--- src/usp_defines.svh ---
`ifndef USP_DEFINES_SVH
`define USP_DEFINES_SVH
// ==========================================================
// Register select codes on the two address pins
`define USP_A_DATA      2'h0
`define USP_A_STAT      2'h1
`define USP_A_MODE      2'h2
`define USP_A_CMD       2'h3
// ==========================================================
// Command register bit positions
`define USP_CMD_TRANSMIT_ENABLE_BIT    0
`define USP_CMD_DTR     1
`define USP_CMD_RECEIVE_ENABLE_BIT    2
`define USP_CMD_BRK     3
`define USP_CMD_RSTERR  4
`define USP_CMD_RTS     5
`define USP_CMD_SUB_HI  7
`define USP_CMD_SUB_LO  6
// Operating sub-mode field codes
`define USP_SUB_NORMAL  2'h0
`define USP_SUB_ECHO    2'h1
`define USP_SUB_LOCAL   2'h2
`define USP_SUB_REMOTE  2'h3
// ==========================================================
// Mode register 1 bit positions
`define USP_MR_FMT_HI   1
`define USP_MR_FMT_LO   0
`define USP_MR_PAR_EN   4
`define USP_MR_TRANSP   6
`define USP_MR_SYNCNT   7
`define USP_FMT_SYNC    2'h0
// ==========================================================
// Reset values and sequencer limits
`define USP_REG_RST     8'h00
`define USP_SYN_PTR_MAX 2'h2
`define USP_PIN_RST     8'hFF
`endif

--- src/usp_pkg.sv ---
package usp_pkg;
  // Character event from the receiver shifter
  typedef struct packed {
    logic       valid;
    logic [7:0] data;
    logic       parity_err;
    logic       framing_err;
  } usp_rx_char_t;
  // Transmitter shifter events
  typedef struct packed {
    logic take;
    logic done;
    logic serial;
  } usp_tx_stat_t;
  // Control towards the transmitter shifter
  typedef struct packed {
    logic       thr_valid;
    logic [7:0] thr_data;
    logic       tx_enable;
    logic       send_break;
    logic       send_dle;
    logic       tx_clk;
    logic       cts_n;
  } usp_tx_ctl_t;
  // Control towards the receiver shifter
  typedef struct packed {
    logic rx_enable;
    logic rx_serial;
    logic rx_clk;
  } usp_rx_ctl_t;
  // Mode and character registers
  typedef struct packed {
    logic [7:0] mr1;
    logic [7:0] mr2;
    logic [7:0] sy1;
    logic [7:0] sy2;
    logic [7:0] dle;
  } usp_mode_t;
  // Whole state of the control block
  typedef struct packed {
    logic [7:0] cmd;
    logic [7:0] mr1;
    logic [7:0] mr2;
    logic [7:0] sy1;
    logic [7:0] sy2;
    logic [7:0] dle;
    logic [1:0] syn_ptr;
    logic       mr_ptr;
    logic [7:0] thr;
    logic       thr_full;
    logic [7:0] rxh;
    logic       rx_rdy;
    logic       temt;
    logic       dschg;
    logic       perr;
    logic       oe;
    logic       ferr;
    logic       synced;
    logic       pair_p;
    logic       prev_sy1;
    logic       ce_q;
    logic [1:0] acc_a;
    logic       acc_rw;
    logic [7:0] acc_d;
    logic       dcd_q;
    logic       dsr_q;
    logic [7:0] db_o;
    logic       db_oe;
  } usp_state_t;
endpackage

--- src/usp_core.sv ---
`timescale 1ns/1ps
`default_nettype none
`include "usp_defines.svh"
// ==========================================================
// Sub-mode control and status block of a serial controller
// Functional notes
// Echo: retransmit rx, tx-ready held, enable ignored
// Single sync strip: drop first sync chars
// Double sync strip: drop each sync pair
// Transparent strip: drop DLE and DLE-sync
// Stripping leaves DLE and sync detect intact
// Local loop: internal loops, outputs held high
// Local loop needs transmit enable; receive enable ignored
// Remote loop: echo, no host data, flags
// Modem control bits drive pins inverted
// Break bit: async break, sync DLE
// Tx ready valid only while transmitter enabled
// Tx ready set on enable unless loaded
// Rx ready on char, cleared read/disable
// Empty set on shifter idle, cleared load
// Line change sets flag, status read clears
// Parity/DLE flag, first of two DLEs
// Overrun on unread; errors clear disable/reset
// Async framing flag on missing stop bit
// Sync detect flag by sync mode
// Framing/sync flag clearing depends on mode
// Top status bits mirror inverted modem inputs
// Reset-error command is a one-shot
// Mode bits select transparency and sync count
module usp_core (
  // Clock and reset
  input  wire logic                  clk,
  input  wire logic                  rstn,
  // Host bus pins
  input  wire logic                  ce_n,
  input  wire logic                  rw,
  input  wire logic [1:0]            addr,
  input  wire logic [7:0]            db_i,
  output logic      [7:0]            db_o,
  output logic                       db_oe,
  // Serial and modem pins
  input  wire logic                  rxd,
  input  wire logic                  rxc,
  input  wire logic                  txc,
  input  wire logic                  cts_n,
  input  wire logic                  dcd_n,
  input  wire logic                  dsr_n,
  output logic                       txd,
  output logic                       dtr_n,
  output logic                       rts_n,
  output logic                       tx_holding_ready_n,
  output logic                       rx_holding_ready_n,
  output logic                       tx_empty_or_line_change_n,
  // Shifter side
  input  wire usp_pkg::usp_rx_char_t rx_char,
  input  wire usp_pkg::usp_tx_stat_t tx_stat,
  output usp_pkg::usp_tx_ctl_t       tx_ctl,
  output usp_pkg::usp_rx_ctl_t       rx_ctl,
  output usp_pkg::usp_mode_t         mode
);
  // ==========================================================
  // Pin synchronisation
  usp_pkg::usp_state_t s_r;    // Registered state
  usp_pkg::usp_state_t s_nxt;  // Next state
  logic [17:0]         pins_s; // Synchronised pins
  logic                ce_s;   // Chip enable, active low
  logic                rw_s;   // High for write
  logic [1:0]          a_s;    // Register select
  logic [7:0]          db_s;   // Write data
  logic                rxd_s;
  logic                rxc_s;
  logic                txc_s;
  logic                cts_s;
  logic                dcd_s;
  logic                dsr_s;

  // Every pin idles high, so reset the stages to ones
  usp_sync2 #(
    .WIDTH   (18),
    .RST_VAL (18'h3FFFF)
  ) u_sync (
    .clk  (clk),
    .rstn (rstn),
    .d    ({ce_n, rw, addr, db_i, rxd, rxc, txc, cts_n, dcd_n, dsr_n}),
    .q    (pins_s)
  );
  assign {ce_s, rw_s, a_s, db_s, rxd_s, rxc_s, txc_s, cts_s, dcd_s, dsr_s} = pins_s;

  // ==========================================================
  // Mode decode
  logic [1:0] sub;      // Operating sub-mode field
  logic       sync_md;  // Synchronous format
  logic       echo;     // Async automatic echo
  logic       strip;    // Sync automatic stripping
  logic       lloop;    // Local loop back
  logic       rloop;    // Remote loop back
  logic       transp;   // Transparency selected
  logic       single;   // Single sync selected
  logic       par_en;   // Parity enabled
  logic       tx_en;    // Effective transmitter enable
  logic       rx_en;    // Effective receiver enable
  logic       dcd_e;    // Carrier detect after looping
  logic       dsr_e;    // Data set ready after looping
  logic       tx_rdy;   // Transmit-ready status bit
  logic       ec_bit;   // Empty/change status bit

  assign sub     = s_r.cmd[`USP_CMD_SUB_HI:`USP_CMD_SUB_LO];
  assign sync_md = (s_r.mr1[`USP_MR_FMT_HI:`USP_MR_FMT_LO] == `USP_FMT_SYNC);
  assign echo    = (sub == `USP_SUB_ECHO) & ~sync_md;
  assign strip   = (sub == `USP_SUB_ECHO) & sync_md;
  assign lloop   = (sub == `USP_SUB_LOCAL);
  assign rloop   = (sub == `USP_SUB_REMOTE);
  assign transp  = s_r.mr1[`USP_MR_TRANSP];
  assign single  = s_r.mr1[`USP_MR_SYNCNT];
  assign par_en  = s_r.mr1[`USP_MR_PAR_EN];
  // Echo and remote loop run the transmitter whatever its enable says
  assign tx_en   = s_r.cmd[`USP_CMD_TRANSMIT_ENABLE_BIT] | echo | rloop;
  // Local loop runs the receiver whatever its enable says
  assign rx_en   = s_r.cmd[`USP_CMD_RECEIVE_ENABLE_BIT] | lloop;
  // Local loop feeds terminal-ready back as carrier and hides DSR
  assign dcd_e   = lloop ? ~s_r.cmd[`USP_CMD_DTR] : dcd_s;
  assign dsr_e   = lloop ? 1'b1 : dsr_s;
  // Ready only while enabled, never in the echoing modes
  assign tx_rdy  = tx_en & ~s_r.thr_full & ~echo & ~rloop;
  // Echo shows only the line-change part
  assign ec_bit  = (s_r.temt & ~echo) | s_r.dschg;

  // ==========================================================
  // Host access and character decode
  logic       acc_end;   // Chip enable just released
  logic       wr_end;    // End of a write access
  logic       rd_end;    // End of a read access
  logic [7:0] c;         // Received character
  logic       rx_ev;     // Character accepted this cycle
  logic       is_sy1;
  logic       is_sy2;
  logic       is_dle;
  logic       strip_hit; // Character withheld from host
  logic       syn_det;   // Sync detect condition
  logic       dle_det;   // DLE detect condition
  logic [7:0] status;    // Status register image

  assign acc_end = ce_s & ~s_r.ce_q;
  assign wr_end  = acc_end & s_r.acc_rw;
  assign rd_end  = acc_end & ~s_r.acc_rw;
  assign c       = rx_char.data;
  assign rx_ev   = rx_char.valid & rx_en;
  assign is_sy1  = (c == s_r.sy1);
  assign is_sy2  = (c == s_r.sy2);
  assign is_dle  = (c == s_r.dle);
  assign status  = {~dsr_e, ~dcd_e, s_r.ferr, s_r.oe, s_r.perr, ec_bit, s_r.rx_rdy, tx_rdy};

  // Decide which characters stripping withholds from the host
  always_comb begin
    strip_hit = 1'b0;
    if (strip) begin
      if (transp) begin
        strip_hit = s_r.pair_p ? is_sy1 : is_dle;
      end else if (single) begin
        strip_hit = is_sy1;
      end else begin
        // A second sync-one after a stripped one stays in the data
        strip_hit = s_r.pair_p ? (is_sy2 & ~is_sy1) : is_sy1;
      end
    end
  end

  // Detect conditions are computed apart from stripping
  always_comb begin
    syn_det = 1'b0;
    if (transp & s_r.synced) begin
      syn_det = s_r.pair_p & is_sy1;
    end else if (single) begin
      syn_det = is_sy1;
    end else begin
      syn_det = s_r.prev_sy1 & is_sy2;
    end
  end
  assign dle_det = sync_md & transp & ~par_en & is_dle & ~s_r.pair_p;

  // ==========================================================
  // Next-state logic: clears first, sets afterwards
  always_comb begin
    s_nxt       = s_r;
    // Track the host strobe and hold the access fields
    s_nxt.ce_q  = ce_s;
    if (!ce_s) begin
      s_nxt.acc_a  = a_s;
      s_nxt.acc_rw = rw_s;
      s_nxt.acc_d  = db_s;
    end
    // Read data is registered while a read is under way
    s_nxt.db_oe = ~ce_s & ~rw_s;
    unique case (a_s)
      `USP_A_DATA: s_nxt.db_o = s_r.rxh;
      `USP_A_STAT: s_nxt.db_o = status;
      `USP_A_MODE: s_nxt.db_o = s_r.mr_ptr ? s_r.mr2 : s_r.mr1;
      `USP_A_CMD:  s_nxt.db_o = s_r.cmd;
    endcase
    // Receiver disabled: drop its flags and sync history
    if (!rx_en) begin
      s_nxt.rx_rdy    = 1'b0;
      s_nxt.perr      = 1'b0;
      s_nxt.oe        = 1'b0;
      s_nxt.ferr      = 1'b0;
      s_nxt.synced    = 1'b0;
      s_nxt.pair_p    = 1'b0;
      s_nxt.prev_sy1  = 1'b0;
    end
    // Side effects of reads take place at the end of the access
    if (rd_end) begin
      unique case (s_r.acc_a)
        `USP_A_DATA: s_nxt.rx_rdy = 1'b0;
        `USP_A_STAT: begin
          s_nxt.dschg = 1'b0;
          if (sync_md) begin
            s_nxt.ferr = 1'b0;
          end
        end
        `USP_A_MODE: s_nxt.mr_ptr = ~s_r.mr_ptr;
        `USP_A_CMD: begin
          s_nxt.mr_ptr  = 1'b0;
          s_nxt.syn_ptr = 2'h0;
        end
      endcase
    end
    // Shifter took the holding register
    if (tx_stat.take) begin
      s_nxt.thr_full = 1'b0;
    end
    if (wr_end) begin
      unique case (s_r.acc_a)
        `USP_A_DATA: begin
          // Host link to the transmitter is cut while echoing
          if (!echo && !rloop) begin
            s_nxt.thr      = s_r.acc_d;
            s_nxt.thr_full = 1'b1;
            s_nxt.temt     = 1'b0;
          end
        end
        `USP_A_STAT: begin
          unique case (s_r.syn_ptr)
            2'h0:    s_nxt.sy1 = s_r.acc_d;
            2'h1:    s_nxt.sy2 = s_r.acc_d;
            default: s_nxt.dle  = s_r.acc_d;
          endcase
          s_nxt.syn_ptr = (s_r.syn_ptr >= `USP_SYN_PTR_MAX) ? 2'h0 : s_r.syn_ptr + 2'h1;
        end
        `USP_A_MODE: begin
          if (s_r.mr_ptr) begin
            s_nxt.mr2 = s_r.acc_d;
          end else begin
            s_nxt.mr1 = s_r.acc_d;
          end
          s_nxt.mr_ptr = ~s_r.mr_ptr;
        end
        `USP_A_CMD: begin
          // The reset-error bit is acted on and never stored
          s_nxt.cmd = s_r.acc_d & ~(8'h01 << `USP_CMD_RSTERR);
          if (s_r.acc_d[`USP_CMD_RSTERR]) begin
            s_nxt.perr = 1'b0;
            s_nxt.oe = 1'b0;
            if (!sync_md) begin
              s_nxt.ferr = 1'b0;
            end
          end
        end
      endcase
    end
    // Character arrival; sets win over any clear above
    if (rx_ev) begin
      if (sync_md) begin
        s_nxt.pair_p    = ~s_r.pair_p & (transp ? is_dle : is_sy1);
        s_nxt.prev_sy1  = is_sy1;
        if (syn_det) begin
          s_nxt.ferr   = 1'b1;
          s_nxt.synced = s_r.synced | transp;
        end
      end else if (rx_char.framing_err) begin
        s_nxt.ferr = 1'b1;
      end
      if ((par_en & rx_char.parity_err) | dle_det) begin
        s_nxt.perr = 1'b1;
      end
      // Remote loop keeps data away from the host
      if (!rloop && !strip_hit) begin
        if (s_nxt.rx_rdy) begin
          s_nxt.oe = 1'b1;
        end
        s_nxt.rxh    = c;
        s_nxt.rx_rdy = 1'b1;
      end
      // Echoing modes feed the character back to the transmitter
      if (echo || rloop) begin
        s_nxt.thr      = c;
        s_nxt.thr_full = 1'b1;
        s_nxt.temt     = 1'b0;
      end
    end
    // Shifter ran dry, fill included
    if (tx_stat.done && !s_r.thr_full) begin
      s_nxt.temt = 1'b1;
    end
    // Modem input change while either direction is enabled
    s_nxt.dcd_q = dcd_e;
    s_nxt.dsr_q = dsr_e;
    if ((tx_en | rx_en) && ((dcd_e != s_r.dcd_q) || (dsr_e != s_r.dsr_q))) begin
      s_nxt.dschg = 1'b1;
    end
  end

  // ==========================================================
  // State register
  always_ff @(posedge clk) begin
    if (!rstn) begin
      s_r       <= '0;
      s_r.ce_q  <= 1'b1;
      s_r.dcd_q <= 1'b1;
      s_r.dsr_q <= 1'b1;
    end else begin
      s_r <= s_nxt;
    end
  end

  // ==========================================================
  // Outputs
  assign db_o  = s_r.db_o;
  assign db_oe = s_r.db_oe;
  // Local loop holds the line outputs high
  assign txd   = lloop ? 1'b1 : tx_stat.serial;
  assign dtr_n = lloop ? 1'b1 : ~s_r.cmd[`USP_CMD_DTR];
  assign rts_n = lloop ? 1'b1 : ~s_r.cmd[`USP_CMD_RTS];
  assign tx_holding_ready_n        = ~tx_rdy;
  assign rx_holding_ready_n        = rloop | ~s_r.rx_rdy;
  assign tx_empty_or_line_change_n = rloop | ~ec_bit;

  // Transmitter controls; echoing modes clock it from the rx clock
  assign tx_ctl.thr_valid  = s_r.thr_full;
  assign tx_ctl.thr_data   = s_r.thr;
  assign tx_ctl.tx_enable  = tx_en;
  assign tx_ctl.send_break = ~sync_md & s_r.cmd[`USP_CMD_BRK];
  assign tx_ctl.send_dle   = sync_md & s_r.cmd[`USP_CMD_BRK];
  assign tx_ctl.tx_clk     = (echo | rloop) ? rxc_s : txc_s;
  assign tx_ctl.cts_n      = lloop ? ~s_r.cmd[`USP_CMD_RTS] : cts_s;
  // Receiver controls; local loop takes the tx bit and clock
  assign rx_ctl.rx_enable  = rx_en;
  assign rx_ctl.rx_serial  = lloop ? tx_stat.serial : rxd_s;
  assign rx_ctl.rx_clk     = lloop ? txc_s : rxc_s;
  assign mode.mr1  = s_r.mr1;
  assign mode.mr2  = s_r.mr2;
  assign mode.sy1  = s_r.sy1;
  assign mode.sy2  = s_r.sy2;
  assign mode.dle  = s_r.dle;
endmodule
`default_nettype wire

--- src/usp_sync2.sv ---
`timescale 1ns/1ps
`default_nettype none
// ==========================================================
// Two-stage synchroniser for pins outside the clock domain
module usp_sync2 #(
  parameter int               WIDTH   = 1,
  parameter logic [WIDTH-1:0] RST_VAL = '0
) (
  // Clock and reset
  input  wire logic             clk,
  input  wire logic             rstn,
  // Raw and synchronised levels
  input  wire logic [WIDTH-1:0] d,
  output logic      [WIDTH-1:0] q
);
  logic [WIDTH-1:0] meta_r;  // First stage, read only by q

  // Both stages reset to the idle pin level
  always_ff @(posedge clk) begin
    if (!rstn) begin
      meta_r <= RST_VAL;
      q      <= RST_VAL;
    end else begin
      meta_r <= d;
      q      <= meta_r;
    end
  end
endmodule
`default_nettype wire
--- config.mk ---
export PLATFORM = sky130hd
export DESIGN_NAME = usp_core
export DESIGN_NICKNAME = d
export VERILOG_FILES = /design/src/usp_pkg.sv /design/src/usp_core.sv /design/src/usp_sync2.sv
export VERILOG_INCLUDE_DIRS = /design/src
export SDC_FILE = /design/constraint.sdc
export NUM_CORES = 1
export LEC_CHECK = 0
export ABC_AREA = 1
export BUFFER_PORTS_ARGS = -buffer_cell sky130_fd_sc_hd__buf_2
export CAP_MARGIN = 5
export CORE_ASPECT_RATIO = 0.6
export CORE_MARGIN = 4
export CORE_UTILIZATION = 51
export CTS_BUF_LIST = sky130_fd_sc_hd__clkbuf_16
export DETAILED_ROUTE_END_ITERATION = 8
export HOLD_SLACK_MARGIN = 0.1
export PLACE_DENSITY = 0.79
export REMOVE_ABC_BUFFERS = 1
export SLEW_MARGIN = 25
export SYNTH_ARGS = -nofsm -noshare
export SYNTH_HDL_FRONTEND = slang
export SYNTH_SLANG_ARGS = --single-unit
--- constraint.sdc ---
create_clock -name clk -period 4.5 [get_ports clk]
set_clock_uncertainty 0.2 [all_clocks]
set_input_delay 0.675 -clock clk [delete_from_list [all_inputs] [get_ports clk]]
set_output_delay 0.675 -clock clk [all_outputs]
set_load 0.02 [all_outputs]
==> summary.txt <==
Timing
  – Slew of the pin with the lowest slew margin: 0.882 ns
  – Final period util: 0.631
  – Fmax achieved: 0.352 GHz
  – Final setup vio count: 0
  – Final Hold Viols: 0
  – Post-route minimum period: 2.84 ns
  – Max Slew Vio Count: 0
  – Relative slew slack: 0.411
  – Setup tns final: 0 ns
  – RSZ-0062 raised after global routing: false

GRT
  – Global-route wire length before repair: 24.4 mm
  – Gr ovfl total: 0
  – Number of global-route vias before repair: 4586
  – Largest net degree at the start of global routing: 74
  – GRT Resource Usage Total: 0.231
  – Antenna violations before repair: 0

Routing
  – Total number of vias: 5093
  – Routed wire length: 15.3 mm
  – Remaining DRCs: 0
  – DRT antenna net count: 0
  – Avg WL per Cell: 15.7 um
  – Violation count after the first detailed-route iteration: 563
  – Drt pass-1 iters: 5
  – Routed vias/inst: 5.23

Yosys
  – Main combinational cell family by area after synthesis: simple AND/OR/NAND/NOR gates
  – Post-Syn Area: 5940 um2
  – Gate Count Post-Synth: 759
  – Synth Area in Simple Gates: 0.202
  – Synth Register Bits: 135
  – Synth area leader: dfxtp_1
  – Xor and xnor area share after synthesis: 0.0192
  – Synth cell count leaders: dfxtp_1 (135), nand2_1 (122), a21oi_1 (89), inv_1 (73), o21ai_0 (69)
  – Synth unique cells: 36
  – Top_reg_cell synth: dfxtp_1
  – Count leader, synth: dfxtp_1
  – Synth Area in Compound Gates: 0.173
  – Post-Synth Adder-Cell Area: 0
  – Proportion of synthesized area in mux cells: 0
  – Warnings, synthesis: 0
  – Area share of the largest cell type after synthesis: 0.455
  – Synth top area cells: dfxtp_1 (46%), buf_4 (8.1%), nand2_1 (7.7%)
  – Sequential share of the synthesized area: 0.455
  – Async S/R FF share, synth: 0
  – Post-Syn Area per Cell: 7.82 um2
  – Number of enable flip-flop cells after synthesis: 0

Place
  – RD Place Congestion: 0.946
  – IO Port Bufs: 105
  – Detailed-placement wirelength estimate: 10.9 mm
  – Placed cells: 940

Power
  – Clock share of power: 0.512
  – Internal power: 0.00213 W
  – Static leakage: 2.90 nW
  – Worst vdd ir: 0.338 mV
  – Share of power burned in registers: 0.447
  – Total chip power: 0.00276 W
  – Combinational Power Share: 0.041
  – Pwr/cell area: 411 nW/um2
  – Net Sw Frac: 0.227
  – Psw: 0.000626 W

Floorplan
  – Core area: 11300 um2
  – Initial Util: 0.524
  – Die extent in y: 91.6 um
  – Die Area: 13500 um2
  – Die width: 147 um
  – Ports placed on the boundary: 106
  – Num rows: 30

Cells and area
  – Share of cells above drive strength 1: 0.250
  – Cell Count, Final, Fillers Out: 973
  – Fillcell total: 1022
  – Layout area overhead: 13.0%
  – Post-layout nets: 833

Clock tree
  – CTS Buf Count: 17
  – Root buf cell: clkbuf_16
  – Post_cts resized: 0
  – Clock Path Buffers: 2
  – Worst-path clk slew: 0.06 ns
  – Clock sink count: 135
  – Post-CTS setup buffers: 0
  – CTS Hold Bufs: 0
  – Worst-Skew Late Latency: 0.42 ns
  – Clock tree from TritonCTS: yes
  – H-tree level count: 4

Worst setup path
  – Critical Path End Type: output port
  – Reg2Reg Setup Slack: 1.94 ns
  – Max stage delay on crit path: 0.37 ns
  – Worst-path fanout max: 5
  – Crit path required time: 3.62 ns
  – Crit-path cells: nor2_2, nor3_2, nor2_4, inv_1, or2_2, buf_2
  – Slowest-stage cell, CP: dfxtp_1
  – Critical path class: flop to output port
  – Critical Path AT: 1.97 ns
  – CP Launch Type: flop

Outcome
  – Status: completed

Hold path
  – Worst Hold Class: flop to flop

Job
  – Max_cap viols: 0
-- power by group through the flow --
stage	clock network (W)	registers [W]	logic (W)
floorplan	0	0.00125	0.0000607
global placement	0	0.00126	0.000110
detailed placement	0	0.00126	0.000112
CTS	0.00141	0.00123	0.000113
global route	0.00148	0.00123	0.000126
finish	0.00141	0.00123	0.000114
-- state kept, by name, indices dropped and copies added (netlist names) --
signal	count
s_r	41
mode	40
u_sync.meta_r	18
u_sync.q	18
tx_ctl	9
db_o	8
db_oe	1
-- through the flow --
step / util / setup WS, ns / hold slack [ns] / instance area (um2)
6_report: 0.592 / 1.66 / 0.210 / 6710
5_1_grt: 0.592 / 1.59 / 0.219 / 6710
4_1_cts: 0.592 / 1.71 / 0.211 / 6710
3_5_place_dp: 0.538 / 2.01 / 0.197 / 6100
3_3_place_gp: 0.538 / 2.10 / 0.194 / 6100
2_1_floorplan: - / 2.24 / 0.193 / 5360
-- cell type report --
class                           instances  area, um2  share of cell area
Tap cell                              160        200              0.0298
Timing Repair Buffer                  107        541              0.0806
Clock buffer                           17        425              0.0634
Clock inverter                         15        179              0.0267
Multi-Input combinational cell        454       2340               0.349
Sequential cell                       135       2700               0.403
Antenna cell                            1       2.50            0.000373
Inverter                               84        317              0.0472
-- kinds of logic (layout without fill, tap and decap cells) --
kind of cell | Yosys count | after routing
AOI/OAI and AO/OA | 193 | 193
xor gates and xnor gates | 13 | 13
buffers and inverters | 170 | 223
DFF | 135 | 135
other | 0 | 1
and+or+nand+nor | 248 | 248
-- cell usage in the layout (no fill, tap or decap), types with 8 or more instances in the layout --
cell / n
inv_1: 74
buf_2: 105
or2_2: 38
a21oi_1: 89
nand3_1: 31
a31oi_1: 8
nand2_1: 122
o21ai_0: 69
nor2_1: 34
xor2_1: 9
o211ai_1: 12
clkbuf_16: 17
o21ai_1: 8
dfxtp_1: 135
inv_2: 10
-- worst max-delay path, delay by kind of cell, from the launching register on --
| family | cells | cell delay [ns] |
|---|---|---|
| AND/OR/NAND/NOR | 4 | 0.90 |
| flip-flops | 1 | 0.37 |
| buffers and inverters | 2 | 0.28 |
-- worst paths after layout --
path / start / end / cells after the start
worst min register to register: u_sync.meta_r[1]$_SDFF_PN1_ / u_sync.q[1]$_SDFF_PN1_ / 1
worst min-delay path: u_sync.meta_r[1]$_SDFF_PN1_ / u_sync.q[1]$_SDFF_PN1_ / 1
worst max register to register: u_sync.q[17]$_SDFF_PN1_ / mode[10]$_SDFFE_PN0P_ / 7
worst max-delay path: mode[33]$_SDFFE_PN0P_ / tx_ctl[4] / 6
-- routing by layer --
metal,GRT usage,vias up,wire (um)
met3,0.0728,18,1820
met2,0.317,278,6110
li1,-,2487,-
met1,0.346,2310,7210
met4,0.0574,0,135
met5,0,-,0
No activity file was read; power rests on OpenSTA's default activity.
